--- src/dram_pd_map.svh ---
// timing counts and field positions for the dram power-down and reset block
`ifndef DRAM_PD_MAP_SVH
`define DRAM_PD_MAP_SVH
// address and mode register field positions
`define MR_ADDR_W 14
`define PRE_ALL_BIT 10
`define MR0_PPD_BIT 12
`define MR0_WR_HI 11
`define MR0_WR_LO 9
`define MR0_BL_HI 1
`define MR0_BL_LO 0
`define MR0_BL_CHOP4 2'h2
// timing figures
`define CLK_PERIOD_PS 50000
`define RESET_LOW_NS 100
`define RESET_LOW_CYC ((`RESET_LOW_NS * 1000 + `CLK_PERIOD_PS - 1) / `CLK_PERIOD_PS)
`define TXP_CYC 3
`define TXPDLL_CYC 10
`define TCPDED_CYC 1
`define TCKE_CYC 3
// reset values
`define MR0_RESET 14'h0000
`endif

--- src/dram_pd_pkg.sv ---
// types for the dram power-down and reset block
package dram_pd_pkg;
  typedef enum logic [2:0] {
    CMD_NOP = 3'h0,
    CMD_DES = 3'h1,
    CMD_ACT = 3'h2,
    CMD_PRE = 3'h3,
    CMD_REF = 3'h4,
    CMD_MRS = 3'h5,
    CMD_RD = 3'h6,
    CMD_WR = 3'h7
  } cmd_e;
  typedef enum logic [4:0] {
    ST_RESET = 5'h01,
    ST_RUN = 5'h02,
    ST_APD = 5'h04,
    ST_PPD_FAST = 5'h08,
    ST_PPD_SLOW = 5'h10
  } pd_state_e;
endpackage

--- src/dram_power_down_and_reset.sv ---
// power-down state handling and reset behaviour of a ddr3 memory device
//
// Functional notes
// cke sampled low with nop/des enters power-down; never during mrs/read/write
// controller waits one clock after act/pre/ref, tmod after mrs, before cke low
// refresh between exit and entry: controller waits max(10 clocks, 24 ns)
// write-auto-precharge entry uses mode register write recovery count
// fixed chop-four lets controller drop cke two clocks earlier after writes
// power-down disables buffers except clock, termination, cke and reset
// controller issues only nop/des until tcpded after entry
// unlocked dll at entry must be reset after exit before reads
// any bank open at entry gives active power-down, dll kept on
// all banks closed at entry gives precharge power-down
// precharge power-down: mode bit 1 keeps dll on, 0 turns it off
// slow exit: txpdll before read or termination-on, txp before others
// slow exit: termination asynchronous until tanpd plus txpdll after exit; code ends it txpdll after exit, without tanpd
// controller holds cke low, reset high, clock stable during power-down
// reset low during power-down leaves power-down for reset state
// controller keeps cke low at least tpd min, at most nine refresh intervals
// cke sampled high with nop/des exits; cke then stays high tcke
// controller issues executable command only after txp and txpdll
// controller meets txp before a refresh between exit and entry
// controller meets txpdll from exit before next entry
// falling reset acts as reset at any time
// controller holds reset low at least 100 ns
// reset low disables outputs and turns termination off
// controller should drive cke low before releasing reset
// after reset, refresh counters cleared and data unknown; re-init needed
// controller tracks per-command timers before lowering cke; model uses one count of twelve quiet clocks for every command
`timescale 1ns/1ps
`include "dram_pd_map.svh"
module dram_power_down_and_reset
  import dram_pd_pkg::*;
#(
  parameter int BANKS = 8,
  parameter int REF_CNT_W = 16
) (
  // clock and reset
  input wire logic clock_i,
  input wire logic srst_i,
  // pins from controller
  input wire logic reset_n_i,
  input wire logic cke_i,
  input wire logic [2:0] cmd_i,
  input wire logic [2:0] bank_i,
  input wire logic [`MR_ADDR_W-1:0] addr_i,
  input wire logic busy_i,
  // status
  output logic powered_down_o,
  output logic active_pd_o,
  output logic dll_on_o,
  output logic buf_en_o,
  output logic odt_async_o,
  output logic term_off_o,
  output logic out_en_o,
  output logic in_reset_o,
  output logic cmd_ready_o,
  output logic dll_ready_o,
  output logic [REF_CNT_W-1:0] ref_count_o
);
  // ==========================================
  // pin synchronisers
  // ==========================================
  // reset pin comes from outside: three stages, change counted when last two agree
  logic [2:0] rst_sync;
  logic rst_low;
  logic [2:0] next_rst_sync;
  logic next_rst_low;
  always_comb begin
    next_rst_sync = {rst_sync[1:0], reset_n_i};
    next_rst_low = rst_low;
    if (rst_sync[2] == rst_sync[1]) begin
      next_rst_low = ~rst_sync[2];
    end
  end
  always_ff @(posedge clock_i) begin
    if (srst_i) begin
      rst_sync <= 3'h0;
      rst_low <= 1'b1;
    end else begin
      rst_sync <= next_rst_sync;
      rst_low <= next_rst_low;
    end
  end

  // ==========================================
  // mode register, open banks, timers
  // ==========================================
  function automatic logic [3:0] sat_dec(input logic [3:0] v);
    sat_dec = (v == 4'h0) ? 4'h0 : v - 4'h1;
  endfunction

  pd_state_e state, next_state;
  logic [`MR_ADDR_W-1:0] mr0, next_mr0;
  logic [BANKS-1:0] open_banks, next_open_banks;
  logic [3:0] xp_cnt, next_xp_cnt;
  logic [3:0] xpdll_cnt, next_xpdll_cnt;
  logic [3:0] cked_cnt, next_cked_cnt;
  logic [REF_CNT_W-1:0] ref_count, next_ref_count;
  logic nop_like;
  cmd_e cmd;

  assign cmd = cmd_e'(cmd_i);
  assign nop_like = (cmd == CMD_NOP) || (cmd == CMD_DES);

  always_comb begin
    next_state = state;
    next_mr0 = mr0;
    next_open_banks = open_banks;
    next_xp_cnt = sat_dec(xp_cnt);
    next_xpdll_cnt = sat_dec(xpdll_cnt);
    next_cked_cnt = sat_dec(cked_cnt);
    next_ref_count = ref_count;
    unique case (state)
      ST_RESET: begin
        next_open_banks = '0;
        next_ref_count = '0;
        next_mr0 = `MR0_RESET;
        if (!rst_low) begin
          next_state = ST_RUN;
        end
      end
      ST_RUN: begin
        // entry refused while an operation is still busy
        if (!cke_i && nop_like && !busy_i && cked_cnt == 4'h0) begin
          if (|open_banks) begin
            next_state = ST_APD;
          end else if (mr0[`MR0_PPD_BIT]) begin
            next_state = ST_PPD_FAST;
          end else begin
            next_state = ST_PPD_SLOW;
          end
        end else if (cke_i) begin
          unique case (cmd)
            CMD_ACT: next_open_banks[bank_i] = 1'b1;
            CMD_PRE: begin
              if (addr_i[`PRE_ALL_BIT]) begin
                next_open_banks = '0;
              end else begin
                next_open_banks[bank_i] = 1'b0;
              end
            end
            CMD_REF: next_ref_count = ref_count + 1'b1;
            CMD_MRS: begin
              if (bank_i == 3'h0) begin
                next_mr0 = addr_i;
              end
            end
            default: begin
            end
          endcase
        end
      end
      ST_APD, ST_PPD_FAST, ST_PPD_SLOW: begin
        if (cke_i && nop_like) begin
          next_state = ST_RUN;
          next_xp_cnt = 4'(`TXP_CYC);
          next_xpdll_cnt = 4'(`TXPDLL_CYC);
          // cke must stay high tcke before a new entry is honoured
          next_cked_cnt = 4'(`TCKE_CYC);
        end
      end
      default: next_state = ST_RESET;
    endcase
    if (rst_low) begin
      next_state = ST_RESET; // see
      // cleared on the very edge the pin takes effect, not one state later
      next_open_banks = '0;
      next_ref_count = '0;
    end
  end

  always_ff @(posedge clock_i) begin
    if (srst_i) begin
      state <= ST_RESET;
      mr0 <= `MR0_RESET;
      open_banks <= '0;
      xp_cnt <= 4'h0;
      xpdll_cnt <= 4'h0;
      cked_cnt <= 4'h0;
      ref_count <= '0;
    end else begin
      state <= next_state;
      mr0 <= next_mr0;
      open_banks <= next_open_banks;
      xp_cnt <= next_xp_cnt;
      xpdll_cnt <= next_xpdll_cnt;
      cked_cnt <= next_cked_cnt;
      ref_count <= next_ref_count;
    end
  end

  // ==========================================
  // registered status outputs
  // ==========================================
  logic slow_exit, next_slow_exit;
  logic in_pd;
  assign in_pd = (next_state == ST_APD) || (next_state == ST_PPD_FAST) ||
                 (next_state == ST_PPD_SLOW);
  always_comb begin
    next_slow_exit = slow_exit;
    if (next_state == ST_PPD_SLOW) begin
      next_slow_exit = 1'b1;
    end else if (next_state == ST_RESET || (next_xpdll_cnt == 4'h0 && !in_pd)) begin
      next_slow_exit = 1'b0;
    end
  end
  always_ff @(posedge clock_i) begin
    if (srst_i) begin
      slow_exit <= 1'b0;
      powered_down_o <= 1'b0;
      active_pd_o <= 1'b0;
      dll_on_o <= 1'b0;
      buf_en_o <= 1'b0;
      odt_async_o <= 1'b0;
      term_off_o <= 1'b1;
      out_en_o <= 1'b0;
      in_reset_o <= 1'b1;
      cmd_ready_o <= 1'b0;
      dll_ready_o <= 1'b0;
      ref_count_o <= '0;
    end else begin
      slow_exit <= next_slow_exit;
      powered_down_o <= in_pd;
      active_pd_o <= (next_state == ST_APD);
      // dll off only in slow-exit precharge power-down and reset
      dll_on_o <= (next_state != ST_PPD_SLOW) && (next_state != ST_RESET);
      buf_en_o <= !in_pd && (next_state != ST_RESET);
      // termination stays asynchronous through the txpdll window after exit
      odt_async_o <= next_slow_exit;
      term_off_o <= (next_state == ST_RESET);
      out_en_o <= (next_state == ST_RUN) && (next_xp_cnt == 4'h0);
      in_reset_o <= (next_state == ST_RESET);
      cmd_ready_o <= (next_state == ST_RUN) && (next_xp_cnt == 4'h0);
      dll_ready_o <= (next_state == ST_RUN) && (next_xpdll_cnt == 4'h0);
      ref_count_o <= next_ref_count;
    end
  end
endmodule

--- config.mk ---
export PLATFORM = sky130hd
export DESIGN_NAME = dram_power_down_and_reset
export DESIGN_NICKNAME = d
export VERILOG_FILES = /design/src/dram_pd_pkg.sv /design/src/dram_power_down_and_reset.sv
export VERILOG_INCLUDE_DIRS = /design/src
export SDC_FILE = /design/constraint.sdc
export NUM_CORES = 1
export LEC_CHECK = 0
export ABC_AREA = 1
export BUFFER_PORTS_ARGS = -buffer_cell sky130_fd_sc_hd__buf_2
export CAP_MARGIN = 10
export CELL_PAD_IN_SITES_DETAIL_PLACEMENT = 1
export CELL_PAD_IN_SITES_GLOBAL_PLACEMENT = 1
export CORE_MARGIN = 8
export CORE_UTILIZATION = 30
export CTS_CLUSTER_DIAMETER = 150
export DETAILED_ROUTE_END_ITERATION = 12
export HOLD_SLACK_MARGIN = 0.08
export PLACE_DENSITY_LB_ADDON = 0.1
export SKIP_LAST_GASP = 1
export SYNTH_ARGS = -nofsm -noshare
export SYNTH_HDL_FRONTEND = slang
export SYNTH_SLANG_ARGS = --single-unit
export TNS_END_PERCENT = 10
--- constraint.sdc ---
create_clock -name clock_i -period 3.5 [get_ports clock_i]
set_clock_uncertainty 0.1 [all_clocks]
set_input_delay 0.7 -clock clock_i [delete_from_list [all_inputs] [get_ports clock_i]]
set_output_delay 0.7 -clock clock_i [all_outputs]
set_load 0.01 [all_outputs]
Word level (Yosys, flattened, before mapping)

Index checks and enable logic that the tools add are counted.

Register bits after elaboration: 66
Bits of input ports: 25
Output and inout bits: 26
Word-level logic and storage cells: 116

$add $sub $neg: 4
Magnitude comparators: 2
Eq/ne operators: 24
Mux-type cells: 33
Bitwise gates (word level): 4
Reductions and logical operators: 32

Operators by type and width:

| cell                                                               | count |
|---|---|
| 13-bit 2-to-1 mux                                                  | 4 |
| 16-bit 2-to-1 mux                                                  | 3 |
| 4-bit 2-to-1 mux                                                   | 9 |
| 16-bit one-hot mux with 2 select lines                             | 1 |
| 8-bit one-hot mux with 2 select lines                              | 2 |
| 13-bit one-hot mux with 2 select lines                             | 1 |
| 5-bit 2-to-1 mux                                                   | 5 |
| 8-bit 2-to-1 mux                                                   | 3 |
| 4-bit logical NOT                                                  | 5 |
| 16-bit by 1-bit adder with 16-bit output, second input constant    | 1 |
| 5-bit one-hot mux with 3 select lines                              | 1 |
| 4-bit by 1-bit subtractor with 4-bit output, second input constant | 3 |
| 5-bit by 1-bit == test with 1-bit output, second input constant    | 2 |
| 5-bit by 2-bit == test with 1-bit output, second input constant    | 2 |
| 5-bit by 3-bit == test with 1-bit output, second input constant    | 2 |
| 5-bit by 4-bit == test with 1-bit output, second input constant    | 2 |
| 5-bit == test, second input constant                               | 2 |
| 1-bit logical AND                                                  | 10 |
| 8-bit AND                                                          | 1 |
| 2-bit inequality test, second input constant                       | 4 |
| 8-bit NOT                                                          | 1 |
| 8-bit OR                                                           | 1 |
| 4-bit AND reduction                                                | 2 |
| 8-bit OR reduction                                                 | 1 |
| 20 further kinds                                                   | 31 |

Longest topological paths before layout

Gate-level depths: netlist of the first run.

Depth after elaboration: 16
Mapped depth: 11

Worst setup path after synthesis of the first run

No wires, ideal clock.

Path type: in2reg
From: input port cmd_i[1]
To: register cmd_ready_o
Library setup time: 0.073 ns
Arrival: 1.480 ns
Required time: 3.327 ns
Slack: 1.847 ns
Stages: 5
Buffers on the path: 0
Cell sequence: nor3_2 > nand3_4 > nand3_2 > nand2_2 > nor3_2

Cells in the longest elaborated chain, start to end: 10
Elaborated cells between the ends (all ways): 16
Those cells by class: 2 x eq/ne; 6 x mux; 8 x reduce/logical

RTL lines:

| item                                                                                 | line                             | source |
|---|---|---|
| from (decl)                                                                          | dram_power_down_and_reset.sv:44  | `input wire logic [2:0] cmd_i,` |
| 3-bit by 1-bit == test with 1-bit output / 3-bit logical NOT (equally long branches) | dram_power_down_and_reset.sv:104 | `assign nop_like = (cmd == CMD_NOP) \|\| (cmd == CMD_DES);` |
| 1-bit logical OR *                                                                   | dram_power_down_and_reset.sv:104 |  |
| 1-bit logical AND (3 in a row)                                                       | dram_power_down_and_reset.sv:125 | `if (!cke_i && nop_like && !busy_i && cked_cnt == 4'h0) begin` |
| 5-bit 2-to-1 mux                                                                     | dram_power_down_and_reset.sv:125 |  |
| 5-bit one-hot mux with 3 select lines                                                | dram_power_down_and_reset.sv:114 | `unique case (state)` |
| 5-bit 2-to-1 mux                                                                     | dram_power_down_and_reset.sv:165 | `if (rst_low) begin` |
| 5-bit by 2-bit == test with 1-bit output                                             | dram_power_down_and_reset.sv:234 | `cmd_ready_o <= (next_state == ST_RUN) && (next_xp_cnt == 4'h0);` |
| 1-bit logical AND *                                                                  | dram_power_down_and_reset.sv:234 |  |
| to (signal assigned)                                                                 | dram_power_down_and_reset.sv:234 |  |
| to (decl)                                                                            | dram_power_down_and_reset.sv:57  | `output logic cmd_ready_o,` |

Every way passes the cells marked *; elsewhere a longest branch is shown, timed or not.
A chain may end at the register's enable or synchronous reset.

Worst setup path in the final report of the first run

From: register state[2]
To: register ref_count_o[0]

Cells in the longest elaborated chain, start to end: 3
Elaborated cells between the ends (all ways): 8
Those cells by class: 5 x eq/ne; 1 x mux; 2 x reduce/logical

RTL lines:

| item                                                                                                        | line                             | source |
|---|---|---|
| from (decl)                                                                                                 | dram_power_down_and_reset.sv:93  | `pd_state_e state, next_state;` |
| from (signal assigned)                                                                                      | dram_power_down_and_reset.sv:183 | `state <= next_state;` |
| 5-bit by 2-bit == test with 1-bit output / 5-bit by 1-bit == test with 1-bit output (equally long branches) | dram_power_down_and_reset.sv:114 |  |
| 2-bit by 1-bit inequality test with 1-bit output (no source line), or another cell as far along             | n/a                              |  |
| 4-bit AND reduction (no source line)                                                                        | n/a                              |  |
| to (signal assigned)                                                                                        | dram_power_down_and_reset.sv:236 | `ref_count_o <= next_ref_count;` |
| to (decl)                                                                                                   | dram_power_down_and_reset.sv:59  | `output logic [REF_CNT_W-1:0] ref_count_o` |

Parallel ways exist; a longest one is shown, timed or not.

==> reports/results.ini, run 1 <==
[yosys]
ys.flop_type = dfxtp_1
synth_area_per_cell_um2 = 6.55
syn_nets = 463
yosys_register_bits = 54
syn-cell-area_um2 = 2860
synth_warnings = 0
ys_async_sr_fraction = 0
yosysUniqueCellTypes = 34
seq_area_frac_synth = 0.377
synth-edff-count = 0
synthCells = 437

[global_route]
grt_usage = 0.125
grt-ovfl-total = 0
antenna_found_initial = 0
grt_pass1_wl_mm = 13.4
met1_usage = 0.148
use_met2 = 0.226
grt_pass1_vias = 2898
use_met3 = 0.0248
busiest_layer = met2
grt_max_degree = 27

[pwr]
powerDensity_nw_per_um2 = 336
ir_drop_uv = 157
p_leak_nw = 1.40
comb_power_share = 0.034
switchingPower_w = 0.000251
p_total_w = 0.00109
swShare = 0.229
clkPwrFrac = 0.403
p_int_w = 0.000844
power_frac_seq = 0.563

[timing]
setup-tns-final_ns = 0
tightest_slew_ns = 0.501
period_minus_slack_ns = 1.97
setup_viol = 0
slew-limit-headroom = 0.666
timing.final.ws_setup_ns = 1.53
slew_violations = 0
hold_violations = 0
rsz0062_at_grt = false
holdWs_ns = 0.316
min_period_over_period = 0.564
clock.fmax_mhz = 507

[floorplan]
coreArea_um2 = 9240
dieArea_um2 = 12900
io-pin-count = 51
die_x_um = 114
die_h_um = 114
initial_core_util = 0.310
rows = 35

[critical_path]
critical_path_class = reg -> reg
crit_path_end_kind = register
worstPathMaxFanout = 26
cp.required_ns = 3.61
cp_data_arrival_time_ns = 2.08
cp-start-kind = register

[route]
viasPerCell = 4.62
drt_first_pass_iters = 4
totalWireLength_mm = 7.68
drc = 0
drt_iter0_drc = 82
ant_nets = 0
wl_per_cell_um = 12.7
dr_total_vias = 2786

[clocking]
hold_buffers = 0
cts_tree = built
cts_resized = 0
clk_pin_slew_ns = 0.11
cts_root_buf = clkbuf_8
clock_latency_ns = 0.31
h-tree-depth = 2
clockBufferDepth = 2
post-cts-setup-buffers = 0
cts_num_sinks = 54
cts-buffers-inserted = 5

[cells_and_area]
num_antenna_cells = 0
drive_gt1_frac = 0.148
fillers = 1222
area_growth_pct = 13.9
mostFrequentLayoutCell = nor2_1
final_cell_mix = nor2_1, nand2_1, inv_1, dfxtp_1, buf_2
multiInputGateArea_um2 = 1470
nNetsFinal = 499
seq_area_um2 = 1080

[run_status]
outcome = finished clean

[flow_run]
drv_cap = 0

[placement]
post-dp-hpwl_mm = 5.79
finalWeightedCongestion = 0.738
dp_slack_ns = 1.24
io_buffers = 38

[worst_hold_path]
hold_class = reg -> reg

-- critical path: stages (launching register included) --
cell and delay (ns):
dfxtp_1 0.36, nor2_2 0.15, nand2_4 0.08, nor2_8 0.35
nand2_1 0.16, nand2_4 0.27, inv_2 0.15, o21ai_0 0.17
nor2_1 0.05
-- state kept, by name, summed over array words and instances, names as in the netlist --
signal,flops
rst_sync,3
active_pd_o,1
state,5
dll_on_o,1
in_reset_o,1
buf_en_o,1
powered_down_o,1
dll_ready_o,1
ref_count_o,16
cmd_ready_o,1
rst_low,1
mr0,1
xp_cnt,4
open_banks,8
xpdll_cnt,4
slow_exit,1
cked_cnt,4
-- cells by family after synthesis --
logic type               share of synthesized area
AO/OA/AOI/OAI                                0.112
XOR/XNOR                                    0.0153
adder cells (fa/ha/maj)                    0.00786
buffers and inverters                        0.109
flip-flops                                   0.377
AND/OR/NAND/NOR                              0.378
-- synthesized netlist by cell type, types with 2 or more instances --
cell type,instances,area (µm²)
nor2_1,95,357
a211oi_1,2,15.0
nand2_1,83,312
nand3_1,28,140
xor2_1,4,35.0
dfxtp_1,54,1080
or2_2,2,12.5
nor3_1,11,55.1
a21oi_1,34,170
clkbuf_1,3,11.3
buf_6,4,45.0
o21ai_1,5,25.0
nor3_2,2,20.0
inv_2,4,15.0
buf_4,2,15.0
o21ai_2,2,17.5
nand4_1,9,56.3
nand2_4,2,22.5
o21ai_0,14,70.1
inv_1,59,221
nand2_2,5,31.3
-- layout make-up --
type,count,area share
Multi-Input combinational cell,310,0.451
Inverter,63,0.0725
Clock inverter,3,0.0146
Tap cell,129,0.0495
Clock buffer,5,0.0211
Sequential cell,54,0.331
Timing Repair Buffer,39,0.0606
-- metal layers --
layer,vias to the layer above,part of all wire
met2,23,0.49
met5,-,0
met4,0,0.0056
met3,4,0.027
met1,1313,0.47
li1,1446,-
-- power by group through the flow --
stage | Combinational (W) | Clock [W] | Sequential (W)
6_report | 0.0000370 | 0.000442 | 0.000616
5_1_grt | 0.0000423 | 0.000487 | 0.000617
4_1_cts | 0.0000377 | 0.000464 | 0.000616
3_5_place_dp | 0.0000375 | 0 | 0.000630
3_3_place_gp | 0.0000371 | 0 | 0.000630
2_1_floorplan | 0.0000207 | 0 | 0.000630
-- path summary, 6_finish.rpt --
kind | slack (ns) | cells past startpoint | to | startpoint
max reg2reg | 1.53 | 8 | ref_count_o[0] | state[2]
max | 1.53 | 8 | ref_count_o[0] | state[2]
min reg2reg | 0.32 | 2 | rst_sync[1] | rst_sync[0]
min | 0.32 | 2 | rst_sync[1] | rst_sync[0]
-- per-stage QoR --
step	instance area, µm²	std cells	util
2_1_floorplan	2860	437	-
3_3_place_gp	3150	595	0.341
3_5_place_dp	3150	595	0.341
4_1_cts	3260	603	0.353
5_1_grt	3260	603	0.353
6_report	3260	603	0.353
Note: power is estimated with default switching activity, not from simulation.
==> inputs of run 2 (changes only) <==
==> constraint.sdc (replaced) <==
create_clock -name clock_i -period 1.8 [get_ports clock_i]
set_clock_uncertainty 0.1 [all_clocks]
set_input_delay 0.36 -clock clock_i [delete_from_list [all_inputs] [get_ports clock_i]]
set_output_delay 0.36 -clock clock_i [all_outputs]
set_load 0.01 [all_outputs]
==> run 2 against run 1 <==
Net effect: sequential share of layout area down 0.87 points; power rose by 84%; largest cell class unchanged; flip-flop and latch count did not move; core utilization is 0.95 points higher; setup slack got worse by 1.4 ns.
==> reports/results.ini, run 2 (synthesis results as in run 1) <==
[global_route]
grt_pass1_wl_mm = 13.5
antenna_found_initial = 0
grt-ovfl-total = 0
busiest_layer = met2
grt_pass1_vias = 2928
grt_usage = 0.126
use_met2 = 0.225
met1_usage = 0.150
grt_max_degree = 24
use_met3 = 0.0301

[timing]
clock.fmax_mhz = 604
min_period_over_period = 0.920
hold_violations = 0
rsz0062_at_grt = true
period_minus_slack_ns = 1.66
tightest_slew_ns = 0.322
holdWs_ns = 0.145
setup_viol = 0
slew-limit-headroom = 0.783
slew_violations = 0

[cells_and_area]
nNetsFinal = 510
mostFrequentLayoutCell = nor2_1
seq_area_um2 = 1080
reg.largest.list = ref_count_o (16), open_banks (8), state (5)
fin_area_um2 = 3350
final_cell_mix = nor2_1, nand2_1, inv_1, dfxtp_1, buf_2
num_antenna_cells = 0
fillers = 1212
largest_reg_flops = 16
area_growth_pct = 17.0
regMostFlops = ref_count_o
drive_gt1_frac = 0.167
multiInputGateArea_um2 = 1480

[route]
ant_nets = 0
drt_first_pass_iters = 4
drt_iter0_drc = 87
viasPerCell = 4.57
totalWireLength_mm = 7.71
wl_per_cell_um = 12.6
dr_total_vias = 2809
drc = 0

[critical_path]
regToRegSetupSlack_ns = 0.14
critical-path-max-stage-delay_ns = 0.36
cp_data_arrival_time_ns = 1.77
critical_path_class = reg -> reg
crit_end = ref_count_o[3]
startpoint = state[2]
r2r_cells = 9
crit_path_end_kind = register
cp_cell_sequence = nor2_2, nand2_4, nor2_8, nand2_1, nand2_4, buf_12, nor2_1, o21ai_0, nor2_1
worstReg2RegStart = state[2]
worstPathMaxFanout = 23
cp-start-kind = register
reg2reg_to = ref_count_o[3]
cp.required_ns = 1.91
slowest_stage = dfxtp_1

[clocking]
cts-buffers-inserted = 5
clockBufferDepth = 2
clk_pin_slew_ns = 0.11
cts_num_sinks = 54
hold_buffers = 0
cts_root_buf = clkbuf_8
clock_latency_ns = 0.31
cts_tree = built
h-tree-depth = 2

[floorplan]
initial_core_util = 0.310
coreArea_um2 = 9240
rows = 35
io-pin-count = 51
die_x_um = 114
die_h_um = 114
dieArea_um2 = 12900

[placement]
io_buffers = 38
placed_area_um2 = 3240
finalWeightedCongestion = 0.763
post-dp-hpwl_mm = 6.11

[pwr]
p_leak_nw = 1.46
powerDensity_nw_per_um2 = 600
p_total_w = 0.00201
ir_drop_uv = 320

[worst_hold_path]
hold_class = in -> reg

[run_status]
outcome = finished clean

[flow_run]
drv_cap = 0

-- run 2: layout make-up --
class / instances / share of cell area
clock buffer: 5 / 0.0205
clock inverter: 3 / 0.00859
inverter: 63 / 0.0706
multi-input combinational: 310 / 0.441
sequential: 54 / 0.323
tap: 129 / 0.0482
timing repair buffer: 50 / 0.0885
-- run 2: routing by layer --
| layer | vias up | part of all wire |
|---|---|---|
| li1 | 1470 | - |
| met1 | 1310 | 0.47 |
| met2 | 25 | 0.50 |
| met3 | 4 | 0.026 |
| met4 | 0 | 0.0067 |
| met5 | - | 0 |
-- run 2: worst min-delay path by stage --
stage / start / depth (start not counted) / endpoint
2_1_floorplan: rst_sync[0] / 2 / rst_sync[1]
3_3_place_gp: rst_sync[0] / 2 / rst_sync[1]
3_5_place_dp: rst_sync[0] / 2 / rst_sync[1]
4_1_cts: reset_n_i / 3 / rst_sync[0]
5_1_grt: reset_n_i / 3 / rst_sync[0]
6_report: reset_n_i / 3 / rst_sync[0]
-- run 2: power breakdown --
group / internal, W / leakage [nW] / total (W) / switching, W
clock network: 0.000292 / 0.0506 / 0.000738 / 0.000446
logic: 0.0000247 / 0.973 / 0.0000756 / 0.0000509
registers: 0.00120 / 0.435 / 0.00120 / 0.00000112
-- run 2: worst max-delay path: cells and delay by family, from the launching register on --
family | cells | cell delay, ns
flops | 1 | 0.36
compound gates | 1 | 0.14
simple gates | 7 | 0.79
buf+inv | 1 | 0.16
-- run 2: stage by stage --
step / setup TNS [ns] / setup slack (ns) / util / std cells
after floorplan: 0 / 0.212 / - / 437
after global placement: 0 / 0.108 / 0.351 / 606
after detailed placement: 0 / 0.0561 / 0.351 / 606
after CTS: 0 / 0.0408 / 0.361 / 614
after global routing: -0.00379 / -0.00379 / 0.363 / 614
final: 0 / 0.144 / 0.363 / 614
-- run 2: timing repair --
| item | 4_1_cts | 5_1_grt |
|---|---|---|
| buffers inserted | 0 | 0 |
| endpoints found under the hold margin | 0 | 0 |
| resized for setup | 0 | 2 |
| endpoints found under the setup margin | 0 | 8 |
==> inputs of run 3 (changes only) <==
--- a/config.mk
+++ b/config.mk
@@ -12,7 +12,7 @@
 export CELL_PAD_IN_SITES_DETAIL_PLACEMENT = 1
 export CELL_PAD_IN_SITES_GLOBAL_PLACEMENT = 1
 export CORE_MARGIN = 8
-export CORE_UTILIZATION = 30
+export CORE_UTILIZATION = 35
 export CTS_CLUSTER_DIAMETER = 150
 export DETAILED_ROUTE_END_ITERATION = 12
 export HOLD_SLACK_MARGIN = 0.08
==> run 3 against run 2 <==
Net effect: first-iteration DRC count decreased by 28%; clock power increased by 37%; critical endpoint is now ref_count_o[2]; combinational power increased by 1%; sequential power about the same; highest routed layer unchanged; flip-flop and latch count unchanged.
==> reports/results.ini, run 3 (synthesis results as in run 1) <==
[critical_path]
cp.required_ns = 1.94
cp_data_arrival_time_ns = 1.83
path_buf_inv = 3
cp-start-kind = register
path_delay_family = simple AND/OR/NAND/NOR gates
reg2reg_to = ref_count_o[2]
cp_cell_sequence = nor2_2, nand2_4, inv_2, nand2_2, buf_4, nand2_2, nand2_4, buf_4, o21ai_0, nand2_1, nor2_1
critical_path_class = reg -> reg
worstPathMaxFanout = 11
slowest_stage = dfxtp_1
worstReg2RegStart = state[2]
crit_path_end_kind = register
critical-path-max-stage-delay_ns = 0.35
r2r_cells = 11
regToRegSetupSlack_ns = 0.12

[global_route]
grt_pass1_wl_mm = 13.3
grt_usage = 0.139
grt_pass1_vias = 2962
grt-ovfl-total = 0
antenna_found_initial = 0
grt_max_degree = 17

[cells_and_area]
nNetsFinal = 520
num_antenna_cells = 0
seq_area_um2 = 1080
mostFrequentLayoutCell = nor2_1
regMostFlops = ref_count_o
reg.largest.list = ref_count_o (16), open_banks (8), state (5)
final_cells = 600
drive_gt1_frac = 0.184
area_growth_pct = 20.0
fin_area_um2 = 3440
multiInputGateArea_um2 = 1480
fillers = 1084
final_cell_mix = nor2_1, nand2_1, inv_1, dfxtp_1, buf_2
largest_reg_flops = 16
post-route-util = 0.425

[placement]
dp.cells = 584
placed_area_um2 = 3230
io_buffers = 38
finalWeightedCongestion = 0.819
post-dp-hpwl_mm = 5.99

[worst_hold_path]
holdPathStages = 3
holdPathEnd = rst_sync[0]
hold_start = reset_n_i
hold_class = in -> reg

[route]
drc = 0
wl_per_cell_um = 13.1
totalWireLength_mm = 7.86
drt_iter0_drc = 63
ant_nets = 0
drt_first_pass_iters = 4
dr_total_vias = 2882
viasPerCell = 4.80

[timing]
slew-limit-headroom = 0.787
slew_violations = 0
clock.fmax_mhz = 594
hold_violations = 0
min_period_over_period = 0.935
rsz0062_at_grt = true
period_minus_slack_ns = 1.68
tightest_slew_ns = 0.318
setup_viol = 0

[clocking]
hold_buffers = 0
cts_num_sinks = 54
clock_latency_ns = 0.31
clockBufferDepth = 2
h-tree-depth = 2
cts_tree = built
cts_root_buf = clkbuf_8
clk_pin_slew_ns = 0.10
cts-buffers-inserted = 5

[pwr]
p_total_w = 0.00228
ir_drop_uv = 351
p_leak_nw = 1.53
powerDensity_nw_per_um2 = 664

[floorplan]
die_h_um = 106
die_x_um = 106
coreArea_um2 = 8090
initial_core_util = 0.354
rows = 33
io-pin-count = 51
dieArea_um2 = 11300

[run_status]
outcome = finished clean

[flow_run]
drv_cap = 0

[run 3: changes by cell type in the layout (fill, tap and decap cells not counted), sizes merged]
cell,before,now
clkinv,1,0
clkbuf,5,6
inv,65,63
buf,50,60
bufinv,0,2
[run 3: metal layers]
metal / up-vias / global-route usage / routed length (µm)
met5: - / 0 / 0
met4: 0 / 0.0271 / 31
met3: 2 / 0.0296 / 225
met2: 30 / 0.251 / 3980
met1: 1362 / 0.166 / 3630
li1: 1488 / - / -
[run 3: final cells by class]
class                   instances  share of cell area
multi-input cells             310               0.430
flip-flops and latches         54               0.315
repair buffers                 60               0.107
inverters                      63              0.0688
well taps                     105              0.0382
clock buffers                   6              0.0240
clock inverters                 2              0.0175
[run 3: worst max-delay path by stage]
stage                               from        endpoint  slack [ns]  cells past startpoint
after floorplan           ref_count_o[0]  ref_count_o[8]        0.21                      8
after global placement          state[2]   open_banks[2]        0.01                      9
after detailed placement        state[2]   open_banks[2]       -0.02                      9
after CTS                       state[2]   open_banks[2]        0.08                      8
after global routing            state[2]  ref_count_o[2]       -0.02                     11
final                           state[2]  ref_count_o[2]        0.12                     11
[run 3: through the flow]
step	setup TNS, ns	hold slack [ns]	setup WS (ns)
3_3_place_gp	0	0.296	0.0106
2_1_floorplan	0	0.288	0.212
5_1_grt	-0.0435	0.151	-0.0227
4_1_cts	0	0.146	0.0823
6_report	0	0.157	0.118
3_5_place_dp	-0.0187	0.300	-0.0187
[run 3: timing repair]
item	in CTS	in global routing
endpoints found under the setup margin	2	8
setup buffers	0	8
pin swaps	0	2
gates resized for setup	1	0
[run 3: report_power, final]
group	total [W]	internal, W	leakage (nW)	switching, W
Combinational	0.0000764	0.0000253	1.03	0.0000511
Sequential	0.00120	0.00120	0.435	0.00000117
Clock	0.00101	0.000594	0.0714	0.000413
Total	0.00228	0.00182	1.53	0.000465
[run 3: worst reg2reg max path, stage by stage (launching register included)]
cell and delay [ns]:
dfxtp_1 0.35, nor2_2 0.15, nand2_4 0.09, inv_2 0.09, nand2_2 0.07, buf_4 0.14
nand2_2 0.07, nand2_4 0.07, buf_4 0.18, o21ai_0 0.16, nand2_1 0.07, nor2_1 0.09
